--- src/hw/pcp_regs_map.svh ---
// Register offsets, field positions and reset values of the configuration page bank
`ifndef PCP_REGS_MAP_SVH
`define PCP_REGS_MAP_SVH
`define PCP_OFS_PULL      10'h145
`define PCP_OFS_ROUTE     10'h146
`define PCP_OFS_OSC       10'h147
`define PCP_OFS_ALTADDR   10'h148
`define PCP_OFS_PAGE      10'h200
`define PCP_OFS_DEVID     10'h201
`define PCP_OFS_REVVAR    10'h202
`define PCP_OFS_CUSTID    10'h203
`define PCP_OFS_OTPID     10'h204
`define PCP_PULL_MASK     8'h1f
`define PCP_OSC_MASK      8'h87
`define PCP_ALT_MASK      8'hf3
`define PCP_PAGE_MASK     8'hc7
`define PCP_RST_PULL      8'h00
`define PCP_RST_ROUTE     8'h00
`define PCP_RST_OSC       8'h00
`define PCP_RST_ALT       8'h00
`define PCP_RST_PAGE      8'h00
`define PCP_BIT_PAGE_AUTO_RETURN    7
`define PCP_BIT_WMODE     6
`define PCP_BIT_STALONE   7
`define PCP_BIT_P_IN4     4
`define PCP_BIT_P_PIN3    3
`define PCP_BIT_P_PIN2    2
`define PCP_BIT_P_IN1     1
`define PCP_BIT_P_IN0     0
`define PCP_PAGE_ZERO     3'h0
`define PCP_NIB_BLANK     4'h0
`define PCP_NIB_ZERO      4'h0
`define PCP_OSC_STEP_KHZ  12'd180
`define PCP_WIN_SHIFT     7
`define PCP_LSB_TWO_WIRE  8'hff
`define PCP_TW_OFS_MASK   8'hff
`define PCP_FW_OFS_MASK   8'h7f
`define PCP_WIN_OFS_PAGE  8'h00
`endif

--- src/hw/pcp_pkg.sv ---
// Types shared by the configuration page bank
package pcp_pkg;
  typedef enum logic [1:0] {
    PCP_ROUTE_NONE = 2'h0,
    PCP_ROUTE_PIN2 = 2'h1,
    PCP_ROUTE_PIN3 = 2'h2,
    PCP_ROUTE_RSVD = 2'h3
  } pcp_route_t;
  typedef enum logic [1:0] {
    PCP_ASEL_NONE = 2'h0,
    PCP_ASEL_IN0  = 2'h1,
    PCP_ASEL_IN1  = 2'h2,
    PCP_ASEL_IN4  = 2'h3
  } pcp_asel_t;
  typedef enum logic [1:0] {
    PCP_ST_IDLE = 2'b00,
    PCP_ST_BUSY = 2'b01,
    PCP_ST_DONE = 2'b11
  } pcp_state_t;
endpackage

--- src/hw/pcp_config_regs.sv ---
// Configuration, page-control and identity register bank
`timescale 1ns/10ps
`include "pcp_regs_map.svh"
// ============================================================
// How it works
// - Input pin pull-down follows its bit
// - Bidirectional pins: pull-down input, pull-up output
// - Power-good routing fields select output pin
// - Ready routing fields select output pin
// - Bit seven chooses companion or stand-alone
// - Oscillator trim adds 180 kHz per code
// - Upper nibble forms second base address
// - Slave address offsets select page pairs
// - Blank nibble falls back to default address
// - Field picks pin selecting alternate address
// - Auto return clears page after access
// - Bit six picks page or repeated write
// - Two-wire page map ignores page bit zero
// - Four-wire page map uses 128-register windows
// - Interface type bit; four-wire claims pins
module pcp_config_regs #(
  parameter logic [6:0] DEFAULT_ADDR7 = 7'h68,  // Hardware default address, upper seven bits
  parameter logic [7:0] DEVICE_CODE   = 8'h5a,  // Arbitrary identity value
  parameter logic [3:0] MASK_REV      = 4'h1,   // Arbitrary identity value
  parameter logic [3:0] CHIP_VARIANT  = 4'h2,   // Arbitrary identity value
  parameter logic [7:0] CUSTOMER_CODE = 8'h33,  // Arbitrary identity value
  parameter logic [7:0] OTP_VARIANT   = 8'h44   // Arbitrary identity value
) (
  input  wire logic                core_clk_i,            // Core clock, 40 MHz
  input  wire logic                rst_i,                 // Synchronous reset, active high
  input  wire logic                acc_start_i,           // Serial access begins (pulse)
  input  wire logic                acc_done_i,            // Serial access completed (pulse)
  input  wire logic                wr_en_i,               // Register write strobe
  input  wire logic                rd_en_i,               // Register read strobe
  input  wire logic [7:0]          local_addr_i,          // Address inside the selected page window
  input  wire logic [7:0]          wr_data_i,             // Write data
  input  wire logic                four_wire_i,           // Interface type: 1 four-wire, 0 two-wire
  input  wire logic [6:0]          slave_addr7_i,         // Received two-wire address, upper 7 bits
  input  wire logic                input_pin_zero_i,      // Input pin zero level
  input  wire logic                input_pin_one_i,       // Input pin one level
  input  wire logic                input_pin_four_i,      // Input pin four level
  input  wire logic                pin_two_is_out_i,      // Pin two used as open-drain output
  input  wire logic                pin_three_is_out_i,    // Pin three used as open-drain output
  input  wire logic                rega_good_i,           // Regulator A power-good
  input  wire logic                regb_good_i,           // Regulator B power-good
  input  wire logic                rega_ready_i,          // Regulator A ready
  input  wire logic                regb_ready_i,          // Regulator B ready
  output logic [7:0]               rd_data_o,             // Read data, valid cycle after rd_en_i
  output logic                     addr_hit_o,            // Received address belongs to us
  output logic [2:0]               addr_page_o,           // Page picked by the received address
  output logic [9:0]               full_addr_o,           // Register address of current access
  output logic                     write_mode_o,          // 0 page write, 1 repeated write
  output logic                     input_zero_pull_dn_o,  // Pull-down on input zero
  output logic                     input_one_pull_dn_o,   // Pull-down on input one
  output logic                     input_four_pull_dn_o,  // Pull-down on input four
  output logic                     pin_two_pull_dn_o,     // Pull-down on pin two
  output logic                     pin_two_pull_up_o,     // Pull-up on pin two
  output logic                     pin_three_pull_dn_o,   // Pull-down on pin three
  output logic                     pin_three_pull_up_o,   // Pull-up on pin three
  output logic                     output_pin_two_o,      // Routed level for output pin two
  output logic                     output_pin_three_o,    // Routed level for output pin three
  output logic                     stand_alone_o,         // 1 stand-alone, 0 companion
  output logic [11:0]              osc_offset_khz_o,      // Oscillator raise in kHz
  output logic [2:0]               oscillator_trim_o,     // Oscillator trim code
  output logic [6:0]               active_base7_o         // Base address in use, upper 7 bits
);
  import pcp_pkg::*;

  // ============================================================
  // Register storage
  logic [7:0] pull_q, route_q, osc_q, alt_q, page_q;
  logic [7:0] pull_d, route_d, osc_d, alt_d, page_d;
  pcp_state_t st_q, st_d;
  logic [7:0] rd_data_q;

  // ============================================================
  // Address decode
  logic [2:0] page_sel;
  logic [9:0] full_addr;
  assign page_sel = page_q[2:0];
  // Two-wire: 256-register windows, page bit zero ignored
  wire [9:0] tw_addr = {page_sel[2:1], local_addr_i};
  // Four-wire: 128-register windows; codes 011 and above 100 alias nothing useful
  wire [9:0] fw_addr = {page_sel, local_addr_i[6:0]};
  assign full_addr = four_wire_i ? fw_addr : tw_addr;

  wire sel_pull  = (full_addr == `PCP_OFS_PULL);
  wire sel_route = (full_addr == `PCP_OFS_ROUTE);
  wire sel_osc   = (full_addr == `PCP_OFS_OSC);
  wire sel_alt   = (full_addr == `PCP_OFS_ALTADDR);
  // Page register also answers at offset zero of every window;
  // without it a host could never leave the page it is in
  wire [7:0] win_mask = four_wire_i ? `PCP_FW_OFS_MASK : `PCP_TW_OFS_MASK;
  wire       win_zero = ((local_addr_i & win_mask) == `PCP_WIN_OFS_PAGE);
  wire sel_page  = (full_addr == `PCP_OFS_PAGE) || win_zero;

  // ============================================================
  // Write path; identity registers have no storage so writes drop
  assign pull_d  = (wr_en_i && sel_pull)  ? (wr_data_i & `PCP_PULL_MASK) : pull_q;
  assign route_d = (wr_en_i && sel_route) ? wr_data_i : route_q;
  assign osc_d   = (wr_en_i && sel_osc)   ? (wr_data_i & `PCP_OSC_MASK) : osc_q;
  // Bits 3:2 are read-only reserved
  assign alt_d   = (wr_en_i && sel_alt)   ? (wr_data_i & `PCP_ALT_MASK) : alt_q;

  // Access tracker for the auto-return of the page
  always_comb begin
    st_d = st_q;
    case (st_q)
      PCP_ST_IDLE: if (acc_start_i) st_d = PCP_ST_BUSY;
      PCP_ST_BUSY: if (acc_done_i) st_d = PCP_ST_DONE;
      PCP_ST_DONE: st_d = acc_start_i ? PCP_ST_BUSY : PCP_ST_IDLE;
      default:     st_d = PCP_ST_IDLE;
    endcase
  end

  // Return happens at completion, so the write that set the bit still lands in the old page
  wire page_auto_return_now = page_q[`PCP_BIT_PAGE_AUTO_RETURN] && (st_q == PCP_ST_BUSY) && acc_done_i;
  logic [7:0] page_w;
  assign page_w = (wr_en_i && sel_page) ? (wr_data_i & `PCP_PAGE_MASK) : page_q;
  assign page_d = page_auto_return_now ? {page_w[7:3], `PCP_PAGE_ZERO} : page_w;

  always_ff @(posedge core_clk_i) begin
    if (rst_i) begin
      pull_q  <= `PCP_RST_PULL;
      route_q <= `PCP_RST_ROUTE;
      osc_q   <= `PCP_RST_OSC;
      alt_q   <= `PCP_RST_ALT;
      page_q  <= `PCP_RST_PAGE;
      st_q    <= PCP_ST_IDLE;
    end else begin
      pull_q  <= pull_d;
      route_q <= route_d;
      osc_q   <= osc_d;
      alt_q   <= alt_d;
      page_q  <= page_d;
      st_q    <= st_d;
    end
  end

  // ============================================================
  // Read path
  logic [7:0] rd_mux;
  always_comb begin
    if (sel_pull)                           rd_mux = pull_q;
    else if (sel_route)                     rd_mux = route_q;
    else if (sel_osc)                       rd_mux = osc_q;
    else if (sel_alt)                       rd_mux = alt_q;
    else if (sel_page)                      rd_mux = page_q;
    else if (full_addr == `PCP_OFS_DEVID)   rd_mux = DEVICE_CODE;
    else if (full_addr == `PCP_OFS_REVVAR)  rd_mux = {MASK_REV, CHIP_VARIANT};
    else if (full_addr == `PCP_OFS_CUSTID)  rd_mux = CUSTOMER_CODE;
    else if (full_addr == `PCP_OFS_OTPID)   rd_mux = OTP_VARIANT;
    else                                    rd_mux = 8'h00;
  end

  // ============================================================
  // Pin pull control
  wire p_in0 = pull_q[`PCP_BIT_P_IN0];
  wire p_in1 = pull_q[`PCP_BIT_P_IN1];
  wire p_in4 = pull_q[`PCP_BIT_P_IN4];
  wire p_pin2 = pull_q[`PCP_BIT_P_PIN2];
  wire p_pin3 = pull_q[`PCP_BIT_P_PIN3];

  // ============================================================
  // Routing; the reserved code is treated as no routing
  function automatic logic route_hit(input logic [1:0] f, input pcp_route_t tgt);
    route_hit = (pcp_route_t'(f) == tgt);
  endfunction
  wire [1:0] good_b_f  = route_q[7:6];
  wire [1:0] good_a_f  = route_q[5:4];
  wire [1:0] ready_b_f = route_q[3:2];
  wire [1:0] ready_a_f = route_q[1:0];
  wire out2 = (route_hit(good_b_f, PCP_ROUTE_PIN2) & regb_good_i) |
              (route_hit(good_a_f, PCP_ROUTE_PIN2) & rega_good_i) |
              (route_hit(ready_b_f, PCP_ROUTE_PIN2) & regb_ready_i) |
              (route_hit(ready_a_f, PCP_ROUTE_PIN2) & rega_ready_i);
  wire out3 = (route_hit(good_b_f, PCP_ROUTE_PIN3) & regb_good_i) |
              (route_hit(good_a_f, PCP_ROUTE_PIN3) & rega_good_i) |
              (route_hit(ready_b_f, PCP_ROUTE_PIN3) & regb_ready_i) |
              (route_hit(ready_a_f, PCP_ROUTE_PIN3) & rega_ready_i);

  // ============================================================
  // Address selection
  wire [3:0] base_nib = alt_q[7:4];
  wire       nib_blank = (base_nib == `PCP_NIB_BLANK);
  pcp_asel_t asel;
  assign asel = pcp_asel_t'(alt_q[1:0]);
  wire alt_pin = (asel == PCP_ASEL_IN0) ? input_pin_zero_i :
                 (asel == PCP_ASEL_IN1) ? input_pin_one_i :
                 (asel == PCP_ASEL_IN4) ? input_pin_four_i : 1'b0;
  wire use_alt = alt_pin && !nib_blank;
  wire [6:0] base7 = use_alt ? {base_nib, 3'h0} : DEFAULT_ADDR7;
  // Offset 0 page pair 0/1, 1 pair 2/3, 2 pair 4/5; larger offsets miss
  wire [6:0] addr_diff = slave_addr7_i - base7;
  wire       hit = (addr_diff <= 7'd2);
  wire [2:0] hit_page = {addr_diff[1:0], 1'b0};
  wire [11:0] osc_ofs = 12'(osc_q[2:0]) * `PCP_OSC_STEP_KHZ;

  // ============================================================
  // Output registers
  always_ff @(posedge core_clk_i) begin
    if (rst_i) begin
      rd_data_q            <= 8'h00;
      addr_hit_o           <= 1'b0;
      addr_page_o          <= 3'h0;
      full_addr_o          <= 10'h000;
      write_mode_o         <= 1'b0;
      input_zero_pull_dn_o <= 1'b0;
      input_one_pull_dn_o  <= 1'b0;
      input_four_pull_dn_o <= 1'b0;
      pin_two_pull_dn_o    <= 1'b0;
      pin_two_pull_up_o    <= 1'b0;
      pin_three_pull_dn_o  <= 1'b0;
      pin_three_pull_up_o  <= 1'b0;
      output_pin_two_o     <= 1'b0;
      output_pin_three_o   <= 1'b0;
      stand_alone_o        <= 1'b0;
      osc_offset_khz_o     <= 12'h000;
      oscillator_trim_o    <= 3'h0;
      active_base7_o       <= 7'h00;
    end else begin
      if (rd_en_i) rd_data_q <= rd_mux;
      addr_hit_o           <= hit;
      addr_page_o          <= hit_page;
      full_addr_o          <= full_addr;
      write_mode_o         <= page_q[`PCP_BIT_WMODE];
      input_zero_pull_dn_o <= p_in0;
      input_one_pull_dn_o  <= p_in1;
      // Four-wire mode takes pin three and input four, so their pulls are released
      input_four_pull_dn_o <= p_in4 && !four_wire_i;
      pin_two_pull_dn_o    <= p_pin2 && !pin_two_is_out_i;
      pin_two_pull_up_o    <= p_pin2 && pin_two_is_out_i;
      pin_three_pull_dn_o  <= p_pin3 && !pin_three_is_out_i && !four_wire_i;
      pin_three_pull_up_o  <= p_pin3 && pin_three_is_out_i && !four_wire_i;
      output_pin_two_o     <= out2;
      output_pin_three_o   <= out3 && !four_wire_i;
      stand_alone_o        <= osc_q[`PCP_BIT_STALONE];
      osc_offset_khz_o     <= osc_ofs;
      oscillator_trim_o    <= osc_q[2:0];
      active_base7_o       <= base7;
    end
  end
  assign rd_data_o = rd_data_q;

  // ============================================================
  // Checks
  a_page_return: assert property (@(posedge core_clk_i) disable iff (rst_i)
    page_auto_return_now |=> (page_q[2:0] == `PCP_PAGE_ZERO)) else $error("page not returned");

  a_id_readonly: assert property (@(posedge core_clk_i) disable iff (rst_i)
    (rd_en_i && full_addr == `PCP_OFS_DEVID) |=> (rd_data_o == DEVICE_CODE)) else $error("id mismatch");

  a_rd_hold: assert property (@(posedge core_clk_i) disable iff (rst_i)
    !rd_en_i |=> $stable(rd_data_o)) else $error("read data moved");

  a_pull_input: assert property (@(posedge core_clk_i) disable iff (rst_i)
    1'b1 |=> (input_zero_pull_dn_o == $past(pull_q[0]))) else $error("pull mismatch");

  a_pull_in4: assert property (@(posedge core_clk_i) disable iff (rst_i)
    (pull_q[4] && !four_wire_i) |=> input_four_pull_dn_o) else $error("input four pull off");

  a_pull_both: assert property (@(posedge core_clk_i) disable iff (rst_i)
    !(pin_two_pull_dn_o && pin_two_pull_up_o)) else $error("both pulls on");

  a_pull_three: assert property (@(posedge core_clk_i) disable iff (rst_i)
    !(pin_three_pull_dn_o && pin_three_pull_up_o)) else $error("both pulls on pin three");

  a_pull_up_two: assert property (@(posedge core_clk_i) disable iff (rst_i)
    (p_pin2 && pin_two_is_out_i) |=> pin_two_pull_up_o) else $error("pin two pull-up off");

  a_route_none: assert property (@(posedge core_clk_i) disable iff (rst_i)
    (route_q == 8'h00) |=> !output_pin_two_o) else $error("route leak");

  a_good_route: assert property (@(posedge core_clk_i) disable iff (rst_i)
    (route_q == 8'h10 && rega_good_i) |=> output_pin_two_o) else $error("good not routed");

  a_route_rsvd: assert property (@(posedge core_clk_i) disable iff (rst_i)
    (route_q == 8'hff) |=> !(output_pin_two_o || output_pin_three_o)) else $error("reserved routed");

  a_ready_route: assert property (@(posedge core_clk_i) disable iff (rst_i)
    (route_q == 8'h01 && rega_ready_i) |=> output_pin_two_o) else $error("ready not routed");

  a_ready_three: assert property (@(posedge core_clk_i) disable iff (rst_i)
    (route_q == 8'h08 && regb_ready_i && !four_wire_i) |=> output_pin_three_o) else $error("ready b lost");

  a_osc_step: assert property (@(posedge core_clk_i) disable iff (rst_i)
    (osc_q[2:0] == 3'h7) |=> (osc_offset_khz_o == 12'd1260)) else $error("osc offset wrong");

  a_trim_follow: assert property (@(posedge core_clk_i) disable iff (rst_i)
    1'b1 |=> (oscillator_trim_o == $past(osc_q[2:0]))) else $error("trim lag");

  a_blank_base: assert property (@(posedge core_clk_i) disable iff (rst_i)
    nib_blank |=> (active_base7_o == DEFAULT_ADDR7)) else $error("blank base used");

  a_no_alt_pin: assert property (@(posedge core_clk_i) disable iff (rst_i)
    (asel == PCP_ASEL_NONE) |=> (active_base7_o == DEFAULT_ADDR7)) else $error("alt without pin");

  a_addr_base: assert property (@(posedge core_clk_i) disable iff (rst_i)
    (slave_addr7_i == base7) |=> (addr_hit_o && addr_page_o == 3'h0)) else $error("base not hit");

  a_stand_alone: assert property (@(posedge core_clk_i) disable iff (rst_i)
    $rose(osc_q[7]) |-> ##1 stand_alone_o) else $error("mode not followed");

  a_wmode_follow: assert property (@(posedge core_clk_i) disable iff (rst_i)
    1'b1 |=> (write_mode_o == $past(page_q[6]))) else $error("write mode lag");

  a_page_mirror: assert property (@(posedge core_clk_i) disable iff (rst_i)
    (wr_en_i && win_zero && !page_auto_return_now) |=> (page_q == ($past(wr_data_i) & `PCP_PAGE_MASK)))
    else $error("page write lost");

  a_fw_window: assert property (@(posedge core_clk_i) disable iff (rst_i)
    four_wire_i |=> (full_addr_o[6:0] == $past(local_addr_i[6:0]))) else $error("window offset wrong");

  a_pin3_taken: assert property (@(posedge core_clk_i) disable iff (rst_i)
    four_wire_i |=> !(pin_three_pull_dn_o || pin_three_pull_up_o || output_pin_three_o))
    else $error("pin three not released");

  a_in4_taken: assert property (@(posedge core_clk_i) disable iff (rst_i)
    four_wire_i |=> !input_four_pull_dn_o) else $error("input four not released");

  c_page_auto_return: cover property (@(posedge core_clk_i) page_auto_return_now);
  c_alt_addr: cover property (@(posedge core_clk_i) use_alt && hit);
  c_fw_page: cover property (@(posedge core_clk_i) four_wire_i && page_sel == 3'h4 && rd_en_i);
  c_mirror_wr: cover property (@(posedge core_clk_i) wr_en_i && win_zero);
  c_in4_alt: cover property (@(posedge core_clk_i) asel == PCP_ASEL_IN4 && use_alt);
endmodule

--- config.mk ---
export PLATFORM = sky130hd
export DESIGN_NAME = pcp_config_regs
export DESIGN_NICKNAME = d
export VERILOG_FILES = /design/src/hw/pcp_pkg.sv /design/src/hw/pcp_config_regs.sv
export VERILOG_INCLUDE_DIRS = /design/src /design/src/hw
export SDC_FILE = /design/constraint.sdc
export NUM_CORES = 1
export LEC_CHECK = 0
export ABC_AREA = 1
export BUFFER_PORTS_ARGS = -buffer_cell sky130_fd_sc_hd__buf_2
export CAP_MARGIN = 10
export CORE_UTILIZATION = 45
export CTS_CLUSTER_SIZE = 25
export DETAILED_ROUTE_END_ITERATION = 6
export PLACE_DENSITY_LB_ADDON = 0.25
export SLEW_MARGIN = 20
export SYNTH_ARGS = -nofsm -noshare
export SYNTH_HDL_FRONTEND = slang
export SYNTH_SLANG_ARGS = --single-unit
--- constraint.sdc ---
create_clock -name core_clk_i -period 4.55 [get_ports core_clk_i]
set_input_delay 0.91 -clock core_clk_i [delete_from_list [all_inputs] [get_ports core_clk_i]]
set_output_delay 0.91 -clock core_clk_i [all_outputs]
set_load 0.03 [all_outputs]
Word-level counts from Yosys, hierarchy flattened --
Index checks and enable logic that the tools add are counted.
Word-level totals: register bits after elaboration 88, output and inout bits 55, word-level logic and storage cells 115
Cells by class: add/subtract/negate cells 1, $mul 1, $lt $le $gt $ge 1, equal/unequal tests 24, mux-type cells 20, bitwise operators 15, reduce and logical (&&, ||, !) cells 26
Operators with widths (number):
- $mux W8 | 8
- $eq A10 B10 Y1 const B | 5
- $eq A10 B9 Y1 const B | 4
- $mux W7 | 5
- $logic_and A1 B1 Y1 | 16
- $eq A2 B2 Y1 const B | 7
- $eq A2 B1 Y1 const B | 6
- $mul A3 B6 Y9 const B | 1
- $and A1 B1 Y1 | 8
- $and A8 B8 Y8 | 1
- $logic_not A8 Y1 | 1
- $le A7 B2 Y1 const B | 1
- $sub A7 B7 Y7 | 1
- $or A1 B1 Y1 | 6
- $pmux W2 S3 | 1
- $logic_not A1 Y1 | 4
- $logic_not A4 Y1 | 1
- $mux W1 | 4
- $mux W2 | 2
- $ne A2 B2 Y1 const B | 2
- $logic_not A2 Y1 | 1
- $reduce_and A2 Y1 | 1
- $reduce_or A2 Y1 | 1
- $logic_or A1 B1 Y1 | 1

Logic depth before layout (Yosys ltp) --
Gate-level depths: netlist of the first run.
word-level depth 11, gate-level depth with buffers 14, gate-level depth less buffers 14

Worst setup path before layout of the first run --
OpenSTA, ideal clock, no wires.
path kind input to register, from input port input_pin_one_i, to register addr_hit_o, setup time 64 ps, arrival time 2355 ps, required time 4486 ps, setup slack 2131 ps, stages on the path 11, path through o21ai_0 > o21ai_0 > nand2_1 > inv_1 > nand2_1 > ha_1 > inv_1 > fa_1 > nor4_1 > nand2_1 > nor2_1
Between the ends: word-level cells in the longest chain between the ends 6
Ends and longest elaborated chain:
- start: declaration | line pcp_config_regs.sv:40 | input wire logic input_pin_one_i,
- $mux W1 | line pcp_config_regs.sv:189 | (asel == PCP_ASEL_IN1) ? input_pin_one_i :
- $mux W1 | line pcp_config_regs.sv:188 | wire alt_pin = (asel == PCP_ASEL_IN0) ? input_pin_zero_i :
- $logic_and A1 B1 Y1 | line pcp_config_regs.sv:191 | wire use_alt = alt_pin && !nib_blank;
- $mux W7 | line pcp_config_regs.sv:192 | wire [6:0] base7 = use_alt ? {base_nib, 3'h0} : DEFAULT_ADDR7;
- named net base7[3] | line pcp_config_regs.sv:192
- $sub A7 B7 Y7 | line pcp_config_regs.sv:194 | wire [6:0] addr_diff = slave_addr7_i - base7;
- $le A7 B2 Y1 | line pcp_config_regs.sv:195 | wire hit = (addr_diff <= 7'd2);
- end signal: assignment | line pcp_config_regs.sv:223 | addr_hit_o <= hit;
- end: declaration | line pcp_config_regs.sv:49 | output logic addr_hit_o,
The timed path passes the listed nets, and every way through them passes these cells. A chain may end at the register's enable or synchronous reset.

Worst setup path in the final report of the first run --
from input port rst_i, to register page_q[2]
Between the ends: word-level cells in the longest chain between the ends 1
Ends and longest elaborated chain:
- start: declaration | line pcp_config_regs.sv:30 | input wire logic rst_i,
- $reduce_or A2 Y1 (no line)
- end signal: assignment | line pcp_config_regs.sv:128 | page_q <= `PCP_RST_PAGE;
- end signal: assignment | line pcp_config_regs.sv:135 | page_q <= page_d;
- end: declaration | line pcp_config_regs.sv:71 | logic [7:0] pull_q, route_q, osc_q, alt_q, page_q;
No other way between the ends.

==> results of run 1 <==
-- synth_stat cells, drive strengths merged (2+ instances only) --
library cell	n
dfxtp	76
nor2	65
inv	64
nand2	60
a21oi	41
o21ai	36
nand3	27
buf	17
nand4	15
ha	10
nor3	5
clkbuf	3
clkinv	3
xnor2	3
a211oi	2
a41oi	2
fa	2
o211ai	2
-- cells by family after synthesis --
| logic type | after synthesis | synth area share, % |
|---|---|---|
| flops | 76 | 43.8 |
| other cells | 1 | 0.108 |
| fa+ha+maj | 12 | 4.76 |
| xor+xnor | 3 | 0.757 |
| buf+inv | 87 | 11.5 |
| compound gates | 86 | 13.4 |
| simple gates | 173 | 25.6 |
-- layout make-up --
cell class	instances	area (um^2)	area share [%]
multi-input cells	281	1580	38.1
flip-flops and latches	76	1520	36.8
repair buffers	86	430	10.4
inverters	67	255	6.18
clock buffers	10	138	3.33
well taps	99	124	3.00
clock inverters	6	87.6	2.12
-- per-layer routing --
metal	share of wire, %	wire length (um)	vias up
met5	0	0	-
met4	1.7	138	0
met3	5.7	471	11
met2	43	3580	105
met1	50	4120	1412
li1	-	-	1575
-- sequential cells by signal, indices dropped and copies added (netlist names), 2 cells and up --
register / cells
active_base7_o: 4
addr_page_o: 2
alt_q: 6
full_addr_o: 10
osc_offset_khz_o: 9
osc_q: 4
page_q: 5
pull_q: 5
rd_data_o: 8
route_q: 8
st_q: 2
-- report_power, final --
part           internal, mW  switching [mW]  total (mW)  leakage, nW
clock network         0.322           0.255       0.577        0.105
logic                0.0310          0.0771       0.108         1.26
registers             0.672         0.00173       0.673        0.616
total                  1.03           0.334        1.36         1.98
-- stage by stage --
step	instance area, um^2	utilization (%)	setup WS (ns)	hold WS, ns
after floorplan	3500	-	2.13	0.410
after global placement	3910	53.0	1.90	0.419
after detailed placement	3910	53.0	1.73	0.421
after CTS	4130	56.1	2.16	0.433
after global routing	4130	56.1	1.91	0.452
final	4130	56.1	2.14	0.432
-- final timing paths --
check | to | slack [ns] | cells past startpoint | start
worst max-delay path | page_q[2] | 2.14 | 4 | rst_i
worst min-delay path | pin_two_pull_up_o | 0.43 | 2 | pull_q[2]
worst max register to register | addr_hit_o | 2.43 | 12 | alt_q[0]
worst min register to register | pin_two_pull_up_o | 0.43 | 2 | pull_q[2]
-- critical path: stages --
cell      delay [ns]
buf_2           0.33
inv_1           0.77
o21ai_0         0.34
a211oi_1        0.30
==> flow_summary.ini, run 1 <==
[sta]
worst_slew_pin_slew_ns = 0.896
fin_setup_tns_ns = 0
finalHoldViolCount = 0
period_minus_slack_ns = 2.41
period_share_pct = 52.9
skew_ns = 0.00967
max_slew_margin_pct = 40.2
drv_slew = 0
grt_setup_unrepaired = no
fmax_mhz = 415
setup_viol = 0

[layout]
nNetsFinal = 572
layout_common_cells = 86 x buf_2, 76 x dfxtp_1, 59 x nor2_1
drive_gt1_share_pct = 25.5
layoutNonFillerInstCount = 625
n_antenna_cell = 0
fill_cells = 728
area_growth_pct = 18.9
layout_commonest_cell = buf_2

[grt]
overflow = 0
antenna_found_initial = 0
grt_max_degree = 38
met3_usage_pct = 4.40
first_global_vias = 2927
grt_first_pass_wirelength_mm = 13.8
grtUsageTotal_pct = 21.7
grt.busiest_layer = met2
grt_use_met1_pct = 30.0
grt_use_met2_pct = 33.1

[synth]
syn-cell-area_um2 = 3470
yosys_warnings = 0
ys_types = 40
syn_inst = 438
async_flop_share_pct = 0
synth_seq_cells = 76
synthFlopType = dfxtp_1
avgSynthCellArea_um2 = 7.93
synthTopCellsByArea = dfxtp_1 44%, nor2_1 6.4%, inv_1 6.2%, a21oi_1 5.5%, nand2_1 5.3%
synth_top_area_cell = dfxtp_1
synth_edf_count = 0
ys_seq_area_share_pct = 43.8
synth.top_cell.area_share_pct = 43.8

[power_and_ir_drop]
max-vdd-ir-drop_mv = 0.187
p_leak_nw = 1.98
total_power_mw = 1.36
pwr_density_cell_nw_per_um2 = 329

[die]
fp.coreArea_um2 = 7370
row_count = 31
dieArea_um2 = 8070
die_w_um = 89.9
ioPinCount = 94
initial_utilization_pct = 47.1
die_h_um = 89.9

[clock_network]
cts_resized = 0
cts_setup_buffers = 0
clockRootBuffer = clkbuf_8
insertion_delay_ns = 0.36
clkTransAtPathRegs_ns = 0.08
cts_buffer_depth = 2
h-tree-depth = 3
cts_buffers = 9
hold_buffers = 0
cts_tree = done
clock_sinks = 76

[routing]
wl_mm = 8.31
wl_per_cell_um = 13.3
drt_iter0_drc = 151
vias_per_cell = 4.96
detail_route.first_pass.iterations = 4
dr_total_vias = 3103
drc = 0
drtAntennaViolNets = 0

[placement]
placed_cells = 609
gp_congestion = 0.889
dpl.hpwl_mm = 6.21
port_buffers = 86

[critical_path]
cp.required_ns = 4.82
cp-start-kind = primary input
crit_type = primary input to register
crit_fanout = 37
worstPathArrival_ns = 2.68
end_kind = register

[outcome]
status = finished clean

[job]
cap_viol_max_count = 0

[hold_path]
min_path_type = register to register
No activity file was read; power rests on OpenSTA's default activity.
==> run 2: changes to the inputs <==
clock period = 2.1 ns   (was 4.55 ns; I/O delays follow)
==> run 2 against run 1 <==
Effect of this change:
- clock skew decreased by 0.0022 ns
- total power is 96% higher
- utilization fell by 0.10 points
- final cell count increased by 0.80%
- design area is 0.18% lower
- global-route usage decreased by 0.71 points
- combinational power grew 120%
- wire length is essentially flat
- largest cell class unchanged
==> flow_summary.ini, run 2 (synthesized netlist as in run 1, its figures left out) <==
[power_and_ir_drop]
p_leak_nw = 1.98
max-vdd-ir-drop_mv = 0.385
pwr_density_cell_nw_per_um2 = 647

[routing]
wl_mm = 8.31
vias_per_cell = 4.90
wl_per_cell_um = 13.2
drtAntennaViolNets = 0
drt_iter0_drc = 161
drc = 0
dr_total_vias = 3088
detail_route.first_pass.iterations = 4

[sta]
grt_setup_unrepaired = no
worst_slew_pin_slew_ns = 0.552
fmax_mhz = 516
skew_ns = 0.00751
setup_viol = 0
drv_slew = 0
finalHoldViolCount = 0
period_minus_slack_ns = 1.94
period_share_pct = 92.3
max_slew_margin_pct = 63.2

[layout]
layout_commonest_cell = buf_2
n_antenna_cell = 0
layout_common_cells = 86 x buf_2, 75 x dfxtp_1, 59 x nor2_1
fin_util_pct = 56.0
drive_gt1_share_pct = 27.9
area_growth_pct = 18.7
fill_cells = 721
largest_reg_flops = 10
reg_top3 = full_addr_o: 10 flops, osc_offset_khz_o: 9 flops
final_cell_area_um2 = 4120
nNetsFinal = 577
regMostFlops = full_addr_o

[grt]
antenna_found_initial = 0
overflow = 0
grt_first_pass_wirelength_mm = 13.4
grt_max_degree = 37
grtUsageTotal_pct = 21.0
first_global_vias = 2898

[critical_path]
crit_type = register to register
cp.required_ns = 2.39
crit_chain = o21ai_1 -> o21ai_1 -> nand2_1 -> inv_2 -> nand2_2 -> ha_2 -> inv_2 -> fa_1 -> nor4_2 -> nand2_1 -> nor2_1
end_kind = register
crit_fanout = 3
cp.buffers_inverters = 2
critPathTopFamily = simple AND/OR/NAND/NOR gates
reg2reg_depth = 11
cp_num_cells = 11
slowest_stage = fa_1
worstPathArrival_ns = 2.23
cp_slowest_stage_delay_ns = 0.41
cp-start-kind = register

[placement]
port_buffers = 86
dpl.hpwl_mm = 6.33
gp_congestion = 0.913
placed_cell_area_um2 = 3940

[hold_path]
holdPathStages = 2
min_path_type = primary input to register

[clock_network]
h-tree-depth = 3
clkTransAtPathRegs_ns = 0.08
hold_buffers = 0
cts_buffer_depth = 2
cts_tree = done
clockRootBuffer = clkbuf_8
cts_buffers = 9
clock_sinks = 76
insertion_delay_ns = 0.35

[die]
die_h_um = 89.9
die_w_um = 89.9
initial_utilization_pct = 47.1
dieArea_um2 = 8070
row_count = 31
fp.coreArea_um2 = 7370
ioPinCount = 94

[job]
cap_viol_max_count = 0

[outcome]
status = finished clean
[run 2: changes by cell type in the layout (fill, tap and decap cells not counted), sizes merged]
cell	change
buf	+5
bufinv	-2
clkbuf	-1
clkinv	+4
clkinvlp	-1
[run 2: through the flow]
stage | setup WS, ns | power, mW | hold WS, ns | setup TNS (ns) | instances
finish | 0.163 | 2.67 | 0.238 | 0 | 630
global placement | -0.0176 | 1.73 | 0.416 | -0.0176 | 614
floorplan | 0.171 | 1.65 | 0.410 | 0 | 444
detailed placement | -0.0842 | 1.73 | 0.423 | -0.0842 | 614
CTS | 0.00271 | 2.69 | 0.228 | 0 | 630
global route | 0.0114 | 2.77 | 0.232 | 0 | 630
[run 2: path summary, 6_finish.rpt]
| kind | from | to | slack, ns |
|---|---|---|---|
| hold reg to reg | pull_q[2] | pin_two_pull_up_o | 0.43 |
| setup reg to reg | alt_q[0] | addr_hit_o | 0.16 |
| setup / recovery | alt_q[0] | addr_hit_o | 0.16 |
| hold / removal | pin_two_is_out_i | pin_two_pull_dn_o | 0.24 |
[run 2: power by group]
group | internal (mW) | leakage (nW) | switching (mW) | total [mW]
clock | 0.422 | 0.0848 | 0.544 | 0.966
sequential | 1.46 | 0.617 | 0.00389 | 1.46
combinational | 0.0713 | 1.28 | 0.171 | 0.242
[run 2: layout make-up]
| class | instances | area [um^2] | area share (%) |
|---|---|---|---|
| repair buffers | 91 | 468 | 11.3 |
| clock inverters | 7 | 43.8 | 1.06 |
| well taps | 99 | 124 | 3.00 |
| clock buffers | 9 | 124 | 3.00 |
| flip-flops and latches | 76 | 1520 | 36.9 |
| multi-input cells | 281 | 1590 | 38.5 |
| inverters | 67 | 255 | 6.19 |
[run 2: per-layer routing]
layer / track usage [%] / vias to the layer above / part of all wire [%]
met5: 0 / - / 0
met4: 8.60 / 0 / 1.9
met3: 3.89 / 17 / 5.1
met2: 33.1 / 107 / 45
met1: 28.4 / 1377 / 48
li1: - / 1587 / -
[run 2: what timing repair did]
| action | CTS | global route |
|---|---|---|
| setup buffers | 0 | 0 |
| resized for setup | 0 | 11 |
| endpoints found under the setup margin | 0 | 1 |
==> run 3: changes to the inputs <==
GPL_TIMING_DRIVEN = 0   (was not set)
==> run 3 against run 2 <==
Effect of this change:
- non-clock buffer count grew 13
- global-route usage grew 1.4 points
- wire length grew 3.5%
- register-to-register slack lost 0.03 ns
- first-iteration DRC count grew 51%
- die area is the same
- flip-flop and latch count is the same
- fmax shrank 1.8%
- clock skew shrank 0.00066 ns
- critical path type unchanged
==> flow_summary.ini, run 3 (synthesized netlist as in run 1, its figures left out) <==
[die]
row_count = 31
initial_utilization_pct = 47.1
die_h_um = 89.9
fp.coreArea_um2 = 7370
ioPinCount = 94
dieArea_um2 = 8070
die_w_um = 89.9

[power_and_ir_drop]
power_frac_comb_pct = 9.1
p_seq_share_pct = 51.9
p_switching_mw = 0.701
intPower_mw = 2.11
max-vdd-ir-drop_mv = 0.372
clock_power_share_pct = 38.9
switching_share_pct = 24.9
pwr_density_cell_nw_per_um2 = 663
p_leak_nw = 2.04

[sta]
worst_slew_pin_slew_ns = 0.629
finalHoldViolCount = 0
max_slew_margin_pct = 58.0
grt_setup_unrepaired = yes
period_share_pct = 93.9
period_minus_slack_ns = 1.97
setup_viol = 0
fmax_mhz = 507
drv_slew = 0
skew_ns = 0.00685
fin_setup_tns_ns = 0

[clock_network]
clockRootBuffer = clkbuf_8
clkTransAtPathRegs_ns = 0.08
cts_buffer_depth = 2
cts_tree = done
hold_buffers = 0
clock_sinks = 76
h-tree-depth = 3
insertion_delay_ns = 0.35
cts_buffers = 9

[layout]
fin_util_pct = 57.5
final_cell_area_um2 = 4240
reg_top3 = full_addr_o: 10 flops, osc_offset_khz_o: 9 flops
area_growth_pct = 22.0
layout_common_cells = 85 x buf_2, 74 x dfxtp_1, 59 x nor2_1
regMostFlops = full_addr_o
drive_gt1_share_pct = 27.6
layout_commonest_cell = buf_2
largest_reg_flops = 10
n_antenna_cell = 0
nNetsFinal = 590

[critical_path]
worstPathArrival_ns = 2.27
cp-start-kind = register
r2r-start = alt_q[0]
reg2reg_depth = 11
regToRegSetupSlack_ns = 0.13
cp-endpoint = addr_hit_o
crit_start = alt_q[0]
crit_type = register to register
end_kind = register
crit_fanout = 3
r2r-end = addr_hit_o
cp.required_ns = 2.40

[placement]
gp_congestion = 0.885
port_buffers = 84
dpl.hpwl_mm = 6.69
placed_cell_area_um2 = 4040

[routing]
wl_mm = 8.60
wl_per_cell_um = 13.4
vias_per_cell = 4.91
dr_wl_met3_um = 526
wl_met2_mm = 3.88
drtAntennaViolNets = 0
drt_iter0_drc = 243
detail_route.first_pass.iterations = 4
drc = 0
met1_length_mm = 4.05
dr_total_vias = 3153
maxUsedRoutingLayer = met4

[grt]
first_global_vias = 2948
grt_max_degree = 13
grtUsageTotal_pct = 22.5
overflow = 0
antenna_found_initial = 0
grt_first_pass_wirelength_mm = 14.2

[outcome]
status = finished clean

[hold_path]
min_path_type = primary input to register

[job]
cap_viol_max_count = 0
==> run 3: changes by cell type in the layout (fill, tap and decap cells not counted), moves of 2 or more <==
cell,delta
inv_2,-2
clkbuf_1,+4
buf_1,+3
buf_4,+4
inv_1,+2
buf_6,+3
clkinv_2,-3
==> run 3: routing by layer <==
layer,vias to the layer above,GRT usage (%)
li1,1612,-
met1,1413,30.7
met2,117,35.0
met3,11,3.38
met4,0,10.2
met5,-,0
==> run 3: timing repair <==
action                     CTS  global route
buffers inserted             0             0
gates resized for setup      1             7
setup endpoints to repair    1             2
pin swaps                    0             3
==> run 3: how the worst min path moves through the flow <==
stage	from	to	slack [ns]	cells after the start
4_1_cts	pin_three_is_out_i	pin_three_pull_dn_o	0.23	2
3_5_place_dp	pull_q[2]	pin_two_pull_up_o	0.42	2
3_3_place_gp	pull_q[2]	pin_two_pull_up_o	0.42	2
6_report	pin_three_is_out_i	pin_three_pull_dn_o	0.24	2
5_1_grt	pin_three_is_out_i	pin_three_pull_dn_o	0.24	2
2_1_floorplan	pull_q[2]	pin_two_pull_up_o	0.41	2
==> run 3: power groups by stage <==
stage / clock network (mW) / registers [mW] / logic [mW]
global route: 1.19 / 1.46 / 0.281
CTS: 1.12 / 1.46 / 0.255
global placement: 0 / 1.49 / 0.251
finish: 1.09 / 1.46 / 0.257
floorplan: 0 / 1.52 / 0.130
detailed placement: 0 / 1.49 / 0.254
==> run 3: layout make-up <==
class | count | area, um^2
flip-flops and latches | 76 | 1520
well taps | 99 | 124
fillers | 712 | 3130
plain buffers | 20 | 144
multi-input cells | 281 | 1580
clock buffers | 11 | 141
repair buffers | 84 | 420
clock inverters | 4 | 50.0
inverters | 67 | 255
==> run 3: stage by stage <==
stage	worst slack, ns	hold WS (ns)	power [mW]	instances
global placement	-0.0563	0.417	1.74	627
detailed placement	-0.112	0.421	1.75	627
floorplan	0.171	0.410	1.65	444
CTS	0.0342	0.228	2.83	642
global route	-0.0355	0.242	2.93	642
finish	0.128	0.235	2.81	642
==> run 3: critical path, cell delays in order, from the launching register on <==
cell and delay, ns:
dfxtp_2 0.34, o21ai_1 0.14, o21ai_1 0.09, nand2_1 0.11, inv_2 0.05, nand2_1 0.10
ha_2 0.19, inv_2 0.04, fa_1 0.42, nor4_1 0.27, nand2_1 0.08, nor2_1 0.09
